### config.mk
export PLATFORM = sky130hd
export DESIGN_NAME = bmf_top
export DESIGN_NICKNAME = d
export VERILOG_FILES = /design/src/rtl/bmf_pkg.sv /design/src/rtl/bmf_top.sv
export SDC_FILE = /design/constraint.sdc
export NUM_CORES = 1
export LEC_CHECK = 0
export ABC_AREA = 1
export BUFFER_PORTS_ARGS = -buffer_cell sky130_fd_sc_hd__buf_2
export CAP_MARGIN = 20
export CORE_UTILIZATION = 57
export CTS_BUF_LIST = sky130_fd_sc_hd__clkbuf_8
export CTS_CLUSTER_SIZE = 20
export DETAILED_ROUTE_END_ITERATION = 10
export PLACE_DENSITY = 0.93
export SLEW_MARGIN = 20
export SYNTH_ARGS = -nofsm -noshare
export SYNTH_HDL_FRONTEND = slang
export SYNTH_SLANG_ARGS = --single-unit
### constraint.sdc
create_clock -name mclk -period 2.34 [get_ports mclk]
set_clock_uncertainty 0.2 [all_clocks]
set_input_delay 0.585 -clock mclk [delete_from_list [all_inputs] [get_ports mclk]]
set_output_delay 0.585 -clock mclk [all_outputs]
set_load 0.02 [all_outputs]
### src/rtl/bmf_pkg.sv
// Purpose: shared constants and types for the buck mode and fault latch block
// Assumes: 40 MHz block clock, APB register access
// Notes: qualification times are held in ns and turned into cycle counts here
package bmf_pkg;
  // clock rate and counter sizing
  localparam int CLK_MHZ = 40;
  localparam int CNT_W = 12;
  // qualification and timer periods, in ns
  localparam int OC_QUAL_NS = 10000;
  localparam int OV_QUAL_NS = 2000;
  localparam int US_TIMER_NS = 30000;
  // least times round up to whole cycles
  localparam logic [CNT_W-1:0] OC_CYC = CNT_W'((OC_QUAL_NS * CLK_MHZ + 999) / 1000);
  localparam logic [CNT_W-1:0] OV_CYC = CNT_W'((OV_QUAL_NS * CLK_MHZ + 999) / 1000);
  localparam logic [CNT_W-1:0] US_CYC = CNT_W'((US_TIMER_NS * CLK_MHZ + 999) / 1000);
  // reverse-current cycles before diode emulation
  localparam logic [3:0] DEM_ENTRY_CYC = 4'h8;
  // register byte offsets
  localparam logic [7:0] CTRL_OFS = 8'h00;
  localparam logic [7:0] STATE_OFS = 8'h04;
  localparam logic [7:0] INT_STAT_OFS = 8'h08;
  localparam logic [7:0] INT_MASK_OFS = 8'h0c;
  // interrupt event positions
  localparam int EV_OC = 0;
  localparam int EV_OV = 1;
  localparam int EV_DEM_IN = 2;
  localparam int EV_DEM_OUT = 3;
  localparam int EV_W = 4;
  // reset values
  localparam logic [EV_W-1:0] INT_MASK_RST = 4'h0;
  localparam logic CTRL_OFF_RST = 1'b0;

  // synchronised comparator and mode inputs
  typedef struct packed {
    logic pwm;
    logic phasePos;
    logic oc;
    logic fbRise;
    logic fbFall;
    logic en;
    logic por;
    logic pg;
    logic modeHi;
    logic modeFlt;
  } bmf_in_s;

  // apb request carrier
  typedef struct packed {
    logic psel;
    logic penable;
    logic pwrite;
    logic [7:0] paddr;
    logic [31:0] pwdata;
  } bmf_apb_s;
endpackage

### src/rtl/bmf_top.sv
// Purpose: conduction mode control, fault latches and gate gating for one buck channel
// Assumes: analog comparators deliver levels; pwmPulse is the loop's high-side command
// Notes: all state is one struct registered on mclk; apb answers one cycle into access
//
// Implementation choices: the APB slave port and the register offsets.
`timescale 1ns/1ps
`default_nettype none

module bmf_top import bmf_pkg::*; #(
  parameter bit CROWBAR = 1'b0
) (
  input wire logic mclk,
  input wire logic rst,
  input wire logic pwmPulse,
  input wire logic phasePositive,
  input wire logic overcurrentComp,
  input wire logic fbAboveRise,
  input wire logic fbAboveFall,
  input wire logic enable,
  input wire logic porOk,
  input wire logic powerGoodFlag,
  input wire logic modeSelHigh,
  input wire logic modeSelFloat,
  input wire logic psel,
  input wire logic penable,
  input wire logic pwrite,
  input wire logic [7:0] paddr,
  input wire logic [31:0] pwdata,
  output logic [31:0] prdata,
  output logic pready,
  output logic pslverr,
  output logic highSideGate,
  output logic lowSideGate,
  output logic windowEnlarge,
  output logic powerGoodPullDown,
  output logic senseSourceOn,
  output logic irq
);

  typedef struct packed {
    bmf_in_s s1;
    bmf_in_s s2;
    logic pwmPrev;
    logic diode_emulation;
    logic [3:0] revCnt;
    logic revSeen;
    logic fwdSeen;
    logic lsOff;
    logic [1:0] loHist;
    logic usForce;
    logic [CNT_W-1:0] usCnt;
    logic [CNT_W-1:0] ocCnt;
    logic [CNT_W-1:0] ovCnt;
    logic [CNT_W-1:0] fallCnt;
    logic ocLat;
    logic ovLat;
    logic crowOn;
    logic pgSeen;
    logic senseOn;
    logic hiGate;
    logic loGate;
    logic winEn;
    logic pgPull;
    logic swOff;
    logic [EV_W-1:0] mask;
    logic [EV_W-1:0] intSt;
    logic irq;
    logic pready;
    logic pslverr;
    logic [31:0] prdata;
  } bmf_state_s;

  // refuse a counter width too narrow for the qualification and timer counts
  if (CNT_W < 11) begin : g_chk
    $error("counter too narrow for the qualification counts");
  end

  bmf_state_s q;
  bmf_state_s d;
  bmf_in_s pin;
  bmf_apb_s bus;
  logic cycStart;
  logic off;
  logic [EV_W-1:0] ev;
  logic access;
  logic polValid;

  assign pin = '{pwmPulse, phasePositive, overcurrentComp, fbAboveRise, fbAboveFall,
                 enable, porOk, powerGoodFlag, modeSelHigh, modeSelFloat};
  assign bus = '{psel, penable, pwrite, paddr, pwdata};

  // next state of the whole block
  always_comb begin
    d = q;
    ev = '0;
    // two-stage synchroniser, first stage feeds only the second
    d.s1 = pin;
    d.s2 = q.s1;
    d.pwmPrev = q.s2.pwm;
    cycStart = q.s2.pwm && !q.pwmPrev;

    // synchronised polarity lags the pin by two cycles, so the gate must have
    // been on back then too; otherwise ringing of an idle node gets counted
    d.loHist = {q.loHist[0], q.loGate};
    polValid = q.loGate && q.loHist[1];
    // polarity only looked at while the low gate is on
    if (polValid && q.s2.phasePos) begin
      d.revSeen = 1'b1;
    end
    if (polValid && !q.s2.phasePos) begin
      d.fwdSeen = 1'b1;
    end
    // cut the low gate within a cycle on reverse current
    if (q.diode_emulation && polValid && q.s2.phasePos) begin
      d.lsOff = 1'b1;
    end

    // cycle boundary: count, enter or leave diode emulation
    if (cycStart) begin
      d.revSeen = 1'b0;
      d.fwdSeen = 1'b0;
      d.lsOff = 1'b0;
      if (!q.diode_emulation) begin
        d.revCnt = q.revSeen ? q.revCnt + 4'h1 : 4'h0;
        if (q.revSeen && q.revCnt + 4'h1 == DEM_ENTRY_CYC) begin
          d.diode_emulation = 1'b1;
          d.revCnt = 4'h0;
        end
      end else if (q.fwdSeen) begin
        d.diode_emulation = 1'b0;
      end
    end
    // forced continuous conduction overrides diode emulation
    if (q.s2.modeHi) begin
      d.diode_emulation = 1'b0;
      d.revCnt = 4'h0;
      d.lsOff = 1'b0;
    end
    if (d.diode_emulation && !q.diode_emulation) begin
      ev[EV_DEM_IN] = 1'b1;
    end
    if (!d.diode_emulation && q.diode_emulation) begin
      ev[EV_DEM_OUT] = 1'b1;
    end
    d.winEn = d.diode_emulation;

    // ultrasonic timer, restarted by each pulse
    if (cycStart) begin
      d.usCnt = '0;
      d.usForce = 1'b0;
    end else if (q.usCnt != US_CYC) begin
      d.usCnt = q.usCnt + CNT_W'(1);
    end
    if (q.usCnt == US_CYC && q.s2.modeFlt && q.diode_emulation && !cycStart) begin
      d.usForce = 1'b1;
    end

    // overcurrent qualification and latch
    d.ocCnt = q.s2.oc ? ((q.ocCnt == OC_CYC) ? q.ocCnt : q.ocCnt + CNT_W'(1)) : '0;
    if (q.ocCnt == OC_CYC && q.s2.oc && !q.ocLat) begin
      d.ocLat = 1'b1;
      ev[EV_OC] = 1'b1;
    end
    // overvoltage qualification and latch
    d.ovCnt = q.s2.fbRise ? ((q.ovCnt == OV_CYC) ? q.ovCnt : q.ovCnt + CNT_W'(1)) : '0;
    if (q.ovCnt == OV_CYC && q.s2.fbRise && !q.ovLat) begin
      d.ovLat = 1'b1;
      ev[EV_OV] = 1'b1;
    end
    // latches clear only on enable low or supply below reset threshold
    if (!q.s2.en || !q.s2.por) begin
      d.ocLat = 1'b0;
      d.ovLat = 1'b0;
    end
    d.pgPull = d.ocLat || d.ovLat;

    // soft crowbar: on above rising threshold, off after falling qualify
    d.fallCnt = !q.s2.fbFall ? ((q.fallCnt == OV_CYC) ? q.fallCnt : q.fallCnt + CNT_W'(1)) : '0;
    if (q.s2.fbRise) begin
      d.crowOn = 1'b1;
    end else if (q.fallCnt == OV_CYC && !q.s2.fbFall) begin
      d.crowOn = 1'b0;
    end
    if (!d.ovLat) begin
      d.crowOn = 1'b0;
    end

    // current-sense source during start-up until power good
    if (!q.s2.en || !q.s2.por) begin
      d.pgSeen = 1'b0;
    end else if (q.s2.pg) begin
      d.pgSeen = 1'b1;
    end
    d.senseOn = q.s2.en && q.s2.por && !d.pgSeen;

    // gate drive from the next-state latches
    off = d.ocLat || d.ovLat || !q.s2.en || !q.s2.por || q.swOff;
    d.hiGate = q.s2.pwm && !off;
    d.loGate = !q.s2.pwm && (!(d.diode_emulation && d.lsOff) || d.usForce) && !off;
    if (CROWBAR && d.ovLat && !d.ocLat) begin
      d.loGate = d.crowOn;
    end

    // apb slave: answer registered one cycle into the access phase
    access = bus.psel && bus.penable;
    d.pready = access && !q.pready;
    d.pslverr = 1'b0;
    d.prdata = '0;
    if (access && !q.pready) begin
      case (bus.paddr)
        CTRL_OFS: d.prdata = {31'h0, q.swOff};
        STATE_OFS: d.prdata = {24'h0, q.crowOn, q.senseOn, q.ovLat, q.ocLat,
                               q.usForce, q.winEn, q.s2.modeFlt, q.diode_emulation};
        INT_STAT_OFS: d.prdata = {28'h0, q.intSt};
        INT_MASK_OFS: d.prdata = {28'h0, q.mask};
        default: d.pslverr = 1'b1;
      endcase
      if (bus.pwrite) begin
        d.prdata = '0;
      end
    end
    // writes land at the edge that sees pready high
    if (access && q.pready && bus.pwrite) begin
      case (bus.paddr)
        CTRL_OFS: d.swOff = bus.pwdata[0];
        INT_STAT_OFS: d.intSt = q.intSt & ~bus.pwdata[EV_W-1:0];
        INT_MASK_OFS: d.mask = bus.pwdata[EV_W-1:0];
        default: d.swOff = q.swOff;
      endcase
    end
    // a new event wins over a clear in the same cycle
    d.intSt = d.intSt | ev;
    d.irq = |(d.intSt & d.mask);
  end

  // state register
  always_ff @(posedge mclk) begin
    if (rst) begin
      q <= '0;
      q.mask <= INT_MASK_RST;
      q.swOff <= CTRL_OFF_RST;
    end else begin
      q <= d;
    end
  end

  // outputs straight from the state register
  assign prdata = q.prdata;
  assign pready = q.pready;
  assign pslverr = q.pslverr;
  assign highSideGate = q.hiGate;
  assign lowSideGate = q.loGate;
  assign windowEnlarge = q.winEn;
  assign powerGoodPullDown = q.pgPull;
  assign senseSourceOn = q.senseOn;
  assign irq = q.irq;

  // checks on the block's own behaviour
  localparam int OC_N = int'(OC_CYC);
  localparam int OV_N = int'(OV_CYC);
endmodule
`default_nettype wire

==> reports/metrics.cfg <==
[power]
pwr_density_cell_nw_per_um2 = 590
sw_frac_of_total_pct = 24.6
p_sw_uw = 750
ir_worst_vdd_v = 0.000381
pwr-share-seq_pct = 61.8
p_int_mw = 2.29
power_frac_clock_pct = 32.9
pwr-share-comb_pct = 5.3
p_leak_nw = 2.12

[route]
drt_pass1_iterations = 5
vias_per_cell = 5.05
routed_wl_um = 9270
routedWlPerCell_um = 11.6
drtIter0Drc = 184
drc = 0
antenna_left = 0
via_count = 4048

[synthesis]
syn_inst = 648
synth_xor_area_share_pct = 0.366
synth_flop_cell = dfxtp_1
synth_compound_area_share_pct = 10.7
synth.area.mux_share_pct = 0
ys_top_cells_by_area = dfxtp_1 45%, inv_1 8.9%, nand2_1 8.1%, nor2_1 6.8%, a21oi_1 5.6%
yosysTopAreaCellShare_pct = 45.1
yosys_warnings = 0
ys_ff_latch = 108
synth.distinct_cells = 37
synthTopCellsByCount = 113 x inv_1, 108 x dfxtp_1, 104 x nand2_1
synth_top_family_by_area = simple AND/OR/NAND/NOR gates
yosysTopAreaCell = dfxtp_1
synthAdderAreaFrac_pct = 2.35
synthArstFlopShare_pct = 0
seq_area_frac_synth_pct = 45.1
synth-edff-count = 0
mappedNetlistArea_um2 = 4790
synth.avg_cell_area_um2 = 7.39
synthSimpleGateAreaFrac_pct = 26.7
yosysMostFrequentCell = inv_1

[sta]
post-route-min-period_ns = 1.89
report.final.setup_viol = 0
fin_tns_setup_ns = 0
rsz0062_at_grt = no
fmax_ghz = 0.529
period_share_pct = 80.8
worst_slew_pin_slew_ns = 0.516
hold_violations = 0
slew_viol_final = 0
relSlewSlack_pct = 65.5

[grt]
gr-usage-all-layers_pct = 22.8
grt_pass1_wl_um = 15900
grt_max_degree = 18
grt_pass1_vias = 3858
antenna_found_initial = 0
grt-ovfl-total = 0

[worst_setup_path]
worst-endpoint-arrival_ns = 1.92
path_class = reg2reg
worst_path_max_delay_cell = dfxtp_1
endpoint_kind = flop
cpMostUsedCell = inv_1
startpoint_type = flop
worstPathRequired_ns = 2.37
cp_cell_sequence = ha_1, nand2_1, nor2_2, inv_1, nor2_1, inv_1, nor2_2, inv_1, o31ai_2, a21oi_1
path_max_fanout = 4
cp_slowest_stage_delay_ns = 0.39

[status]
status = completed

[clock_network]
cts-htree-levels = 3
clkTransAtPathRegs_ns = 0.10
ctsRootBufferMaster = clkbuf_8
cts_tree = built
cts_sinks = 108
cts_resized = 0
cts_setup_buffers = 0
clock_latency_ns = 0.37
clockBufferDepth = 2
cts_buffers = 9
hold_buffers = 0

[floorplanning]
io_pins = 95
dieArea_um2 = 8780
fp.dieW_um = 93.7
die_h_um = 93.7
coreArea_um2 = 8180
start_util_pct = 58.6
rows = 33

[final_layout]
finish.utilization_pct = 63.1
multiInputGateArea_um2 = 2010
diodes = 0
area_growth_syn_to_layout_pct = 7.73
fillers = 657
final_nets = 755
regArea_um2 = 2160
final_layout_size_suffix_gt1_share_pct = 12.9
post-route-cell-area_um2 = 5160

[job]
max-cap-violations = 0

[placement]
io_buffer_count = 42
routabilityCongestion = 0.842
dp_hpwl_um = 6970
dpl_cell_area_um2 = 4990

[min_path]
hold_path_class = reg2reg

-- cells in the final DEF (no fill, tap or decap), drive strengths merged, types with 9 or more instances in the layout --
master and count:
buf 47, nand3 26, o21ai 22, nand4 14
dfxtp 108, inv 116, nor2 96, conb 24
clkbuf 9, ha 9, nand2 107, a21oi 54
nor3 25
-- logic make-up after synthesis --
| logic type | after synthesis |
|---|---|
| AOI/OAI and AO/OA | 93 |
| buffers and inverters | 155 |
| adders and majority gates | 9 |
| other | 1 |
| and+or+nand+nor | 280 |
| xor gates and xnor gates | 2 |
| DFF | 108 |
-- metrics by stage --
step | cells | worst slack [ns] | power, mW | hold WS (ns)
finish | 801 | 0.449 | 3.04 | 0.208
global route | 801 | 0.279 | 3.15 | 0.201
CTS | 801 | 0.461 | 3.05 | 0.207
detailed placement | 785 | 0.269 | 2.08 | 0.197
global placement | 785 | 0.300 | 2.08 | 0.192
floorplan | 671 | 0.598 | 2.06 | 0.188
-- worst max-delay path, delay by kind of cell (launching register included) --
family | cells | cell delay, ns
AOI/OAI and AO/OA | 2 | 0.29
adders and majority gates | 1 | 0.18
buffers and inverters | 3 | 0.22
DFF | 1 | 0.39
and+or+nand+nor | 4 | 0.46
-- area by class of cell --
class                           count  area share (%)
Sequential cell                   108            41.9
Clock inverter                      7           0.873
Timing Repair Buffer               47            4.80
Tap cell                          105            2.55
Inverter                          117            8.51
Multi-Input combinational cell    408            39.0
Clock buffer                        9            2.40
-- state kept, by name (all words and copies together) (netlist names) --
register           cells
d                     12
highSideGate           1
irq                    1
lowSideGate            1
powerGoodPullDown      1
prdata                 8
pready                 1
pslverr                1
q                     80
senseSourceOn          1
windowEnlarge          1
-- final timing paths --
path | startpoint | end | slack [ns] | cells after the start
setup reg to reg | q[90]$_SDFFE_PP0P_ | q[99]$_SDFFE_PP0P_ | 0.45 | 10
hold / removal | d[117]$_SDFF_PP0_ | q[117]$_SDFF_PP0_ | 0.21 | 2
hold reg to reg | d[117]$_SDFF_PP0_ | q[117]$_SDFF_PP0_ | 0.21 | 2
setup / recovery | q[90]$_SDFFE_PP0P_ | q[99]$_SDFFE_PP0P_ | 0.45 | 10
-- per-layer routing --
layer  global-route usage, %  up-vias  share of wire (%)
li1                        -     2074                  -
met2                    41.4      158                 50
met3                    4.94       19                6.0
met5                       0        -                  0
met4                    9.49        0                1.9
met1                    25.6     1797                 42
-- power groups by stage --
stage                     logic (mW)  registers, mW  clock network, mW
after floorplan                0.142           1.92                  0
after global placement         0.154           1.92                  0
after detailed placement       0.161           1.92                  0
after CTS                      0.162           1.88               1.01
after global routing           0.186           1.88               1.08
final                          0.162           1.88               1.00
Note: power is estimated with default switching activity, not from simulation.
